--- src/design/lamp_pdwn_defs.vh ---
// Constants for the lamp and power-down register bank
`ifndef LAMP_PDWN_DEFS_VH
`define LAMP_PDWN_DEFS_VH
// Register addresses
`define ADDR_IRIS_POWER        6'h0B
`define ADDR_LED_B_SETTING     6'h24
`define ADDR_LED_A_SETTING     6'h29
// Field positions within the 16-bit data word
`define BIT_IRIS_POWER_ENABLE  10
`define BIT_LAMP_CONTROL       11
// Reset values
`define RST_IRIS_POWER_ENABLE  1'b0
`define RST_LAMP_CONTROL       1'b0
// Serial frame layout, least significant bit first
`define FRAME_ADDR_BITS        6
`define FRAME_RW_POS           6
`define FRAME_DATA_START       8
`define FRAME_BITS             24
// Oscillation watchdog on the system clock input: 640 ns at 10 ns a clock
`define CLOCK_PERIOD_NS        10
`define OSC_TIMEOUT_NS         640
`define OSC_TIMEOUT_CYCLES     8'h40
`endif

--- src/design/pin_sync.v ---
// Two-stage synchroniser for the asynchronous input pins
`timescale 1ns/100ps
`default_nettype none
module pin_sync (
    input  wire       clock_i,
    input  wire       rst_n_i,
    input  wire [5:0] async_i,
    output reg  [5:0] sync_o
);
    reg [5:0] meta;

    always @(posedge clock_i or negedge rst_n_i) begin
        if (!rst_n_i) begin
            meta   <= 6'h00;
            sync_o <= 6'h00;
        end else begin
            meta   <= async_i;
            sync_o <= meta;
        end
    end
endmodule
`default_nettype wire

--- src/design/led_output_and_power_down_control.v ---
// Serial register slave for lamp outputs and iris power-down
`timescale 1ns/100ps
`default_nettype none
`include "lamp_pdwn_defs.vh"
module led_output_and_power_down_control (
    input  wire clock_i,
    input  wire rst_n_i,
    input  wire system_clock_input_i,
    input  wire serial_select_i,
    input  wire serial_clock_i,
    input  wire serial_data_i,
    input  wire focus_frame_sync_i,
    input  wire iris_frame_sync_i,
    output reg  serial_data_o,
    output reg  serial_data_oe_o,
    output reg  first_lamp_control_o,
    output reg  second_lamp_control_o,
    output reg  iris_drive_run_o,
    output reg  power_down_o,
    output reg  microstep_run_o,
    output reg  focus_frame_sync_o,
    output reg  iris_frame_sync_o,
    output reg  osc_present_o
);
    // ----------------------------------------------------------------
    // Input synchronisers
    // ----------------------------------------------------------------
    wire [5:0] pins_sync;

    pin_sync u_pin_sync (
        .clock_i (clock_i),
        .rst_n_i (rst_n_i),
        .async_i ({iris_frame_sync_i, focus_frame_sync_i, system_clock_input_i,
                   serial_data_i, serial_clock_i, serial_select_i}),
        .sync_o  (pins_sync)
    );

    wire cs_s   = pins_sync[0];
    wire sck_s  = pins_sync[1];
    wire sin_s  = pins_sync[2];
    wire osc_s  = pins_sync[3];
    wire fsf_s  = pins_sync[4];
    wire fsi_s  = pins_sync[5];

    // ----------------------------------------------------------------
    // Edge detection on the synchronised pins
    // ----------------------------------------------------------------
    reg cs_d;
    reg sck_d;
    reg osc_d;

    // Reset to the idle levels, so no false edge follows reset
    always @(posedge clock_i or negedge rst_n_i) begin
        if (!rst_n_i) begin
            cs_d  <= 1'b0;
            sck_d <= 1'b0;
            osc_d <= 1'b0;
        end else begin
            cs_d  <= cs_s;
            sck_d <= sck_s;
            osc_d <= osc_s;
        end
    end

    wire sck_rise = sck_s & ~sck_d;
    wire sck_fall = ~sck_s & sck_d;
    wire cs_fall  = ~cs_s & cs_d;

    // ----------------------------------------------------------------
    // Frame-sync outputs
    // ----------------------------------------------------------------
    always @(posedge clock_i or negedge rst_n_i) begin
        if (!rst_n_i) begin
            focus_frame_sync_o <= 1'b0;
            iris_frame_sync_o  <= 1'b0;
        end else begin
            focus_frame_sync_o <= fsf_s;
            iris_frame_sync_o  <= fsi_s;
        end
    end

    // ----------------------------------------------------------------
    // Oscillation watchdog
    // ----------------------------------------------------------------
    // Flag drops once the pin has stayed still for the timeout
    localparam [7:0] OSC_LIMIT = `OSC_TIMEOUT_CYCLES;
    reg [7:0] osc_idle;

    always @(posedge clock_i or negedge rst_n_i) begin
        if (!rst_n_i) begin
            osc_idle      <= 8'h00;
            osc_present_o <= 1'b0;
        end else if (osc_s != osc_d) begin
            osc_idle      <= 8'h00;
            osc_present_o <= 1'b1;
        end else if (osc_idle >= OSC_LIMIT) begin
            osc_present_o <= 1'b0;
        end else begin
            osc_idle <= osc_idle + 8'h01;
        end
    end

    // ----------------------------------------------------------------
    // Serial frame receiver
    // ----------------------------------------------------------------
    reg [23:0] shift_in;
    reg [4:0]  bit_count;
    reg        frame_bad;
    reg [15:0] shift_out;
    reg        reading;

    reg        iris_power_enable;

    function [15:0] read_word;
        input [5:0] addr;
        begin
            read_word = 16'h0000;
            case (addr)
                `ADDR_LED_A_SETTING: read_word[`BIT_LAMP_CONTROL] = first_lamp_control_o;
                `ADDR_LED_B_SETTING: read_word[`BIT_LAMP_CONTROL] = second_lamp_control_o;
                `ADDR_IRIS_POWER:    read_word[`BIT_IRIS_POWER_ENABLE] = iris_power_enable;
                default:             read_word = 16'h0000;
            endcase
        end
    endfunction

    // Frame, first bit first: address, read flag, spare, 16 data bits
    wire [23:0] next_shift = {sin_s, shift_in[23:1]};
    wire [5:0]  frame_addr = shift_in[`FRAME_ADDR_BITS-1:0];
    wire        frame_rd   = shift_in[`FRAME_RW_POS];
    wire [15:0] frame_data = shift_in[`FRAME_BITS-1:`FRAME_DATA_START];
    // Writes land only after a clean frame of 24 or more clocks; bits past the 24th are ignored
    wire        commit     = cs_fall & ~frame_bad & ~frame_rd
                             & (bit_count == 5'd`FRAME_BITS);

    always @(posedge clock_i or negedge rst_n_i) begin
        if (!rst_n_i) begin
            shift_in  <= 24'h00_0000;
            bit_count <= 5'h00;
            frame_bad <= 1'b0;
            shift_out <= 16'h0000;
            reading   <= 1'b0;
        end else if (!cs_s) begin
            bit_count <= 5'h00;
            frame_bad <= 1'b0;
            reading   <= 1'b0;
        end else begin
            // A frame that saw the clock missing is discarded
            if (!osc_present_o) begin
                frame_bad <= 1'b1;
            end
            if (sck_rise && bit_count < 5'd`FRAME_BITS) begin
                shift_in  <= next_shift;
                bit_count <= bit_count + 5'h01;
                // Eighth bit in: frame bits 0 to 7 sit at [23:16]
                if (bit_count == 5'd7 && next_shift[22]) begin
                    reading   <= 1'b1;
                    shift_out <= read_word(next_shift[21:16]);
                end
            end
            // Next read bit after each falling serial clock from the ninth on
            if (sck_fall && reading && bit_count > 5'd8) begin
                shift_out <= {1'b0, shift_out[15:1]};
            end
        end
    end

    // ----------------------------------------------------------------
    // Read data output
    // ----------------------------------------------------------------
    always @(posedge clock_i or negedge rst_n_i) begin
        if (!rst_n_i) begin
            serial_data_o    <= 1'b0;
            serial_data_oe_o <= 1'b0;
        end else begin
            serial_data_o    <= shift_out[0];
            // Enable drops once the frame closes or goes bad
            serial_data_oe_o <= cs_s & reading & ~frame_bad;
        end
    end

    // ----------------------------------------------------------------
    // Register bank and drive outputs
    // ----------------------------------------------------------------
    always @(posedge clock_i or negedge rst_n_i) begin
        if (!rst_n_i) begin
            first_lamp_control_o  <= `RST_LAMP_CONTROL;
            second_lamp_control_o <= `RST_LAMP_CONTROL;
            iris_power_enable     <= `RST_IRIS_POWER_ENABLE;
        end else if (commit) begin
            case (frame_addr)
                `ADDR_LED_A_SETTING: first_lamp_control_o  <= frame_data[`BIT_LAMP_CONTROL];
                `ADDR_LED_B_SETTING: second_lamp_control_o <= frame_data[`BIT_LAMP_CONTROL];
                `ADDR_IRIS_POWER:    iris_power_enable <= frame_data[`BIT_IRIS_POWER_ENABLE];
                // Unmapped addresses leave every setting alone
                default:             iris_power_enable <= iris_power_enable;
            endcase
        end
    end

    always @(posedge clock_i or negedge rst_n_i) begin
        if (!rst_n_i) begin
            iris_drive_run_o <= `RST_IRIS_POWER_ENABLE;
            power_down_o     <= ~`RST_IRIS_POWER_ENABLE;
            microstep_run_o  <= 1'b0;
        end else begin
            // Micro-step drive is never gated by power-down
            iris_drive_run_o <= iris_power_enable;
            power_down_o     <= ~iris_power_enable;
            microstep_run_o  <= 1'b1;
        end
    end
endmodule
`default_nettype wire

--- config.mk ---
export PLATFORM = sky130hd
export DESIGN_NAME = led_output_and_power_down_control
export DESIGN_NICKNAME = d
export VERILOG_FILES = /design/src/design/pin_sync.v /design/src/design/led_output_and_power_down_control.v
export VERILOG_INCLUDE_DIRS = /design/src /design/src/design
export SDC_FILE = /design/constraint.sdc
export NUM_CORES = 1
export LEC_CHECK = 0
export ABC_AREA = 1
export BUFFER_PORTS_ARGS = -buffer_cell sky130_fd_sc_hd__buf_2
export CORE_ASPECT_RATIO = 1.4
export CORE_MARGIN = 5
export CORE_UTILIZATION = 45
export DETAILED_ROUTE_END_ITERATION = 16
export SLEW_MARGIN = 10
export SYNTH_ARGS = -nofsm -noshare
export SYNTH_HDL_FRONTEND = slang
export SYNTH_SLANG_ARGS = --single-unit
--- constraint.sdc ---
create_clock -name clock_i -period 1.2 [get_ports clock_i]
set_input_delay 0.12 -clock clock_i [delete_from_list [all_inputs] [get_ports clock_i]]
set_output_delay 0.12 -clock clock_i [all_outputs]
set_load 0.02 [all_outputs]
[After elaboration in Yosys (flattened, before gate mapping)]
Cells that the tools add are included.
Cells by class
  add/sub/neg operators: 2
  multiplexer cells: 16
  reduce and logical (&&, ||, !) cells: 13
  equality and inequality tests: 13
  order comparisons: 3
  bitwise gates (word level): 14
Operator list (number)
  $mux 16: 3
  $eq 6x6->1 const B: 4
  $mux 8: 2
  $eq 6x4->1 const B: 2
  $mux 5: 2
  $reduce_and 2->1: 5
  $add 8x1->8 const B: 1
  $and 1x1->1: 8
  $ge 8x7->1 const B: 1
  $mux 1: 8
  $ne 2x2->1 const B: 4
  $not 1->1: 6
  $reduce_bool 2->1: 3
  $add 5x1->5 const B: 1
  $eq 5x3->1 const B: 1
  $eq 5x5->1 const B: 1
  $gt 5x4->1 const B: 1
  $lt 5x5->1 const B: 1
  $logic_and 1x1->1: 4
  $reduce_and 3->1: 1
  $pmux 1 s2: 1
  $ne 1x1->1: 1
Storage, ports and cells
  output and inout bits: 10
  register bits: 81
  word-level logic and storage cells: 83
  input bits: 8

[Longest topological paths before layout]
Gate-level depths: netlist of the first run.
  depth in word-level cells: 6
  mapped depth: 8
  gate-level depth less buffers: 8

[By module]
A second synthesis of the first run with hierarchy kept.
Unflattened totals
  cells, all modules: 330
  area, all modules: 3115.5 sq um
Modules (own cells, without submodules)
  led_output_and_power_down_control: sequential area each 1627.8 sq um, area an instance 2815.2 sq um, cells each 318, instances 1
  pin_sync: sequential area each 300.3 sq um, area an instance 300.3 sq um, cells each 12, instances 1

[Worst setup path before layout of the first run]
No wires, ideal clock.
  kind: flip-flop to flip-flop
  from: register bit_count[0]
  to: register shift_out[0]
  path slack: -0.076 ns
  arrival: 1.160 ns
  buffers on the path: 1
  clock period less this slack: 1.276 ns
  stages on the path, launching flop included: 9
  required time: 1.083 ns
  library setup time: 0.117 ns
  cells stage by stage: dfrtp_1 inv_1 ha_1 nand3_1 nand2_1 buf_2 nor2_1 nand2_1 nand2_1
Between the ends
  word-level cells in the longest chain between the ends: 4
  elaborated cells on any way between the ends: 10
  classes of those cells: order compare: 2; eq/ne: 1; mux: 1; reduce/logical: 6
RTL lines
  start, declared: RTL line led_output_and_power_down_control.v:107  | reg [4:0] bit_count;
  start signal, assigned: RTL line led_output_and_power_down_control.v:154  | bit_count <= bit_count + 5'h01;
  $gt 5x4->1, or another cell as far along: RTL line led_output_and_power_down_control.v:162  | if (sck_fall && reading && bit_count > 5'd8) begin
  $logic_and 1x1->1 (on tied branches)
  $reduce_bool 2->1 (no line)
  $reduce_and 3->1 (no line)
  end signal, assigned: RTL line led_output_and_power_down_control.v:158  | shift_out <= read_word(next_shift[21:16]);
  end signal, assigned: RTL line led_output_and_power_down_control.v:163  | shift_out <= {1'b0, shift_out[15:1]};
  end, declared: RTL line led_output_and_power_down_control.v:109  | reg [15:0] shift_out;
Several ways; a longest one is shown, not always the timed one.
A chain may end at the register's enable or synchronous reset.

[Final worst setup path of the first run]
  from: register bit_count[4]
  to: register shift_out[5]
Same word-level chain as after synthesis.

==> run metrics, run 1 <==
synth unique cells=25; leading area contributor after synthesis=dfrtp_1; # DRC=0; max_cap viols=0; power density cells=1270 nW/um2; Final Power=5.26 mW; Final Util=0.622; mapped cell area=3090 um2; Clock transition at path regs=0.08 ns; most used cell, CP=nand3_4; Die ar.=8640 um2; Syn Inst Count=327; Critical Path Start Type=flip-flop; Initial Util=0.464; total CTS buffers=9; share of cells above drive strength 1=0.325; Synth Warn #=0; ANT cells=0; sequential cell area=1930 um2; Hold/Removal Path Class=input pin to async pin; Root Buffer=clkbuf_8; CP Buf/Inv Count=1; ys async rst share=1.00; DP HPWL=3830 um; fin worst setup slack=-0.0843 ns; Avg WL per Cell=12.1 um; most used flip-flop cell after synthesis=dfrtp_1; FILL cells=555; port bufs=17; number of global-route vias before repair=2245; Congestion Overflow GR=0; Synth area leaders=dfrtp_1 (62%), nand2_1 (9.6%), inv_1 (5.4%); sequential cell area fraction in the yosys report=0.625; VDD IR max=0.872 mV; DR pass1 iterations=4; area of the multi-input gates=1160 um2; initial antenna violation count=0; Fin. Hold Viols=0; crit path capture type=flip-flop; Post-synth EDFFs=0; status=finished with violations; # clock sinks=77; max-slew violations=0; synth-to-layout area growth=34.2%; Tcrit/Tclk final=1.07; Cell Chain, Critical Path=nand2_2 > nand3_4 > nor2_8 > nand3_4 > buf_12 > nand3_1 > nand2_1; Worst path max stage delay=0.44 ns; #FFs+latches synth=77; Final #Nets=400; Clock Skew=0.00874 ns; top cells by count, synth=nand2_1 (79), dfrtp_1 (76), inv_1 (44); RSZ-0062 raised after global routing=true; Max FO, Critical Path=11; CP max-delay cell=dfrtp_2; CTS tree=done; most common cell in the netlist=nand2_1; global-route wire length before repair=9960 um; gpl congestion=0.790; routed vias=2269; synthesized area per cell=9.44 um2; post-layout minimum cycle time=1.28 ns; Tot GR Track Use=0.149; LEAKAGE=1.93 nW; ANT nets after route=0; Synth top area share=0.616; failing checks=setup timing; Row Count=35; CP arrival=1.53 ns; Clock Latency Late Sink=0.35 ns; Die H=108 um; final wirelength=5900 um; clk buf depth=2; endpoints failing setup=38; Vias per Instance=4.67; pin count of the biggest net entering global routing=45; Top Family by Delay on Critical Path=simple AND/OR/NAND/NOR gates; Die W=80.0 um; fmax=779 MHz; Syn Nets=338; initial DRC count=75; H-tree depth=3; IO Pins=18; core area=6660 um2; critical setup path kind=flip-flop to flip-flop; Critical Path RT=1.44 ns
sequential cells by signal, summed over array words and instances (netlist names), 5 cells and up:
name,cells
shift_out,12
osc_idle,8
bit_count,5
u_pin_sync.sync_o,6
shift_in,24
u_pin_sync.meta,6
metrics by stage:
stage | hold WS (ns) | setup slack, ns | instance area [um2] | setup TNS [ns] | std cells
floorplan | -0.176 | -0.0130 | 3120 | -0.128 | 327
global placement | 0.0434 | -0.121 | 3480 | -1.79 | 454
detailed placement | 0.0417 | -0.180 | 3480 | -2.82 | 454
CTS | 0.207 | -0.0870 | 3840 | -1.07 | 478
global route | 0.229 | -0.174 | 4140 | -4.66 | 486
finish | 0.212 | -0.0843 | 4140 | -1.63 | 486
power by group:
part	switching, mW	total, mW	internal, mW
Sequential	0.0930	2.80	2.71
Combinational	0.237	0.426	0.189
Clock	0.897	2.03	1.13
Total	1.23	5.26	4.03
area by class of cell:
type | count | share of cell area
well taps | 92 | 0.0278
repair buffers | 59 | 0.134
clock buffers | 13 | 0.0408
clock inverters | 3 | 0.0103
flip-flops and latches | 77 | 0.466
multi-input cells | 196 | 0.280
inverters | 46 | 0.0417
metal layers:
layer,GRT usage,share of wire,up-vias
li1,-,-,1146
met1,0.177,0.43,1091
met2,0.254,0.52,24
met3,0.0425,0.027,8
met4,0.0580,0.015,0
met5,0,0,-
path summary, 6_finish.rpt:
| check | from | endpoint | slack [ns] | depth (start not counted) |
|---|---|---|---|---|
| min in group clock_i | u_pin_sync.meta[0] | u_pin_sync.sync_o[0] | 0.35 | 0 |
| worst min-delay path | rst_n_i | shift_in[3] | 0.21 | 2 |
| worst min register to register | u_pin_sync.meta[0] | u_pin_sync.sync_o[0] | 0.35 | 0 |
| worst max-delay path | bit_count[4] | shift_out[5] | -0.08 | 7 |
| max in group asynchronous | rst_n_i | bit_count[4] | 0.43 | 3 |
| worst max register to register | bit_count[4] | shift_out[5] | -0.08 | 7 |
kinds of logic after synthesis:
group                    count (synthesis)  share of synthesized area
AND/OR/NAND/NOR                        147                      0.214
flip-flops                              77                      0.625
buffers and inverters                   54                     0.0710
AO/OA/AOI/OAI                           43                     0.0714
adder cells (fa/ha/maj)                  3                     0.0122
XOR/XNOR                                 2                    0.00568
other                                    1                    0.00122
cells in the final DEF (no fill, tap or decap), types with 4 or more instances in the layout:
cell type	synthesis	final
dfrtp_1	76	75
nand2_1	79	63
inv_1	44	38
buf_4	0	23
nor2_1	26	22
o21ai_1	7	17
buf_2	6	16
nand3_1	26	15
nand2_2	2	13
clkbuf_8	0	12
o21ai_0	26	10
nand3_2	1	10
inv_2	2	8
dlygate4sd3_1	0	7
o21ai_2	0	6
a21oi_1	7	6
nand2_4	0	5
nor3_1	4	4
nand3_4	2	4
nor2_2	3	4
buf_6	1	4
buf_12	0	4
repair_timing:
item | CTS | global route
pin swaps | 5 | 11
endpoints found under the setup margin | 29 | 49
gates cloned | 0 | 3
buffers inserted | 2 | 5
hold buffers | 7 | 0
endpoints found under the hold margin | 28 | 0
gates resized for setup | 19 | 64
Power figures use the tool's default switching activity.
==> inputs of run 2 (changes only) <==
- PLACE_DENSITY: not set -> 0.65
==> run 2 against run 1 <==
  * The run still ends with setup timing left
  * Flip-flop and latch count unchanged
  * Total power decreased by 3.5%
  * Count of clock-buffer cells in the layout decreased by 2
  * First-iteration DRC count increased by 15%
  * Critical path depth unchanged
  * Non-clock buffer count decreased by 4
  * Final cell count decreased by 0.82%
  * Hold slack got worse by 0.014 ns
  * Via count decreased by 1.9%
  * Clock skew increased by 0.0057 ns
==> run metrics, run 2 (same netlist as run 1, synthesis figures left out) <==
status=finished with violations; failing checks=setup timing; Congestion Overflow GR=0; CTS tree=done; Avg WL per Cell=11.5 um; ANT nets after route=0; endpoint of the worst register-to-register path=shift_out[1]; clock share of power=0.373; GR Util met3=0.0425; DR pass1 iterations=4; Clock Latency Late Sink=0.35 ns; area of the multi-input gates=1040 um2; port bufs=17; DP HPWL=3700 um; synth-to-layout area growth=25.5%; combinational share of power=0.076; total CTS buffers=9; Die ar.=8640 um2; Final #Nets=396; fmax=762 MHz; Max FO, Critical Path=12; power density cells=1310 nW/um2; IO Pins=18; initial DRC count=86; Setup crit start=bit_count[3]; Flop pwr share=0.551; Top reg by flops=shift_in; Fin. Hold Viols=0; internal cell power=3.84 mW; final wirelength=5540 um; R2R depth=7; commonest non-fill, non-tap cells in the layout=dfrtp_1 (75), nand2_1 (73), inv_1 (39); core area=6660 um2; max_cap viols=0; gpl congestion=0.809; NetSw=1.24 mW; clk buf depth=2; post-layout minimum cycle time=1.31 ns; pin count of the biggest net entering global routing=39; Critical Path RT=1.43 ns; Switching Share=0.244; critical setup path kind=flip-flop to flip-flop; share of cells above drive strength 1=0.249; max reg flops=24; routed vias=2226; global-route wire length before repair=9890 um; sequential cell area=1930 um2; Die W=80.0 um; GRT busiest layer=met2; Clock Skew=0.0145 ns; LEAKAGE=1.80 nW; Final Power=5.07 mW; endpoints failing setup=38; crit path capture type=flip-flop; RSZ-0062 raised after global routing=true; Root Buffer=clkbuf_8; Vias per Instance=4.62; Hold/Removal Path Class=input pin to async pin; GR Util met1=0.180; # DRC=0; Final Util=0.582; R2R Path Start=bit_count[3]; Die H=108 um; flop-to-flop setup slack=-0.11 ns; Critical Path Start Type=flip-flop; Top Registers=shift_in: 24 flops, shift_out: 12 flops, osc_idle: 8 flops; Initial Util=0.464; ANT cells=0; fin worst setup slack=-0.112 ns; Clock transition at path regs=0.08 ns; Tot GR Track Use=0.146; Tcrit/Tclk final=1.09; VDD IR max=1.05 mV; most common cell after layout, fill and taps aside=dfrtp_1; Row Count=35; CP arrival=1.54 ns; grt met2 use=0.243; number of global-route vias before repair=2265; FILL cells=583; max-slew violations=0; H-tree depth=3; initial antenna violation count=0; # clock sinks=77
run 2: cell types whose count changed in the layout (fill, tap and decap cells not counted), sizes merged:
cell / previous run / this run
clkbuf: 16 / 11
buf: 49 / 48
clkinvlp: 1 / 3
run 2: power groups by stage:
stage	logic (mW)	registers, mW	clock network (mW)
after floorplan	0.179	2.83	0
after global routing	0.442	2.81	2.09
after detailed placement	0.337	2.85	0
after CTS	0.365	2.80	1.95
final	0.384	2.80	1.89
after global placement	0.326	2.84	0
run 2: cell type report:
type / instances / area share
inverters: 46 / 0.0446
clock buffers: 11 / 0.0339
well taps: 92 / 0.0297
clock inverters: 5 / 0.0158
flip-flops and latches: 77 / 0.498
multi-input cells: 196 / 0.268
repair buffers: 55 / 0.110
run 2: repair_timing:
| action | 4_1_cts | 5_1_grt |
|---|---|---|
| endpoints found under the hold margin | 83 | 0 |
| buffers inserted | 4 | 4 |
| setup endpoints to repair | 34 | 47 |
| resized for setup | 9 | 25 |
| pin swaps | 7 | 6 |
| hold buffers | 7 | 0 |
run 2: metrics by stage:
step	hold WS (ns)	cells	TNS (ns)	worst slack, ns	instance area [um2]
final	0.198	482	-1.84	-0.112	3870
after global routing	0.204	482	-4.96	-0.176	3870
after CTS	0.187	478	-2.01	-0.102	3770
after detailed placement	0.0289	452	-2.54	-0.165	3470
after global placement	0.0266	452	-1.73	-0.144	3470
after floorplan	-0.176	327	-0.128	-0.0130	3120
run 2: critical path, stage by stage, from the launching register on:
cell and delay, ns:
dfrtp_2 0.45, nand2_2 0.09, nand3_4 0.09, nor2_8 0.16
nand3_4 0.12, buf_12 0.16, nand3_1 0.06, nand2_1 0.06
run 2: worst max-delay path by stage:
stage | depth (start not counted) | slack (ns) | to
2_1_floorplan | 7 | -0.01 | shift_out[10]
3_3_place_gp | 8 | -0.14 | iris_power_enable
3_5_place_dp | 8 | -0.16 | iris_power_enable
4_1_cts | 7 | -0.10 | shift_out[1]
5_1_grt | 7 | -0.18 | shift_out[1]
6_report | 7 | -0.11 | shift_out[1]
run 2: routing by layer:
| layer | part of all wire | routed length (um) |
|---|---|---|
| met1 | 0.44 | 2440 |
| met2 | 0.51 | 2850 |
| met3 | 0.032 | 175 |
| met4 | 0.014 | 76 |
| met5 | 0 | 0 |
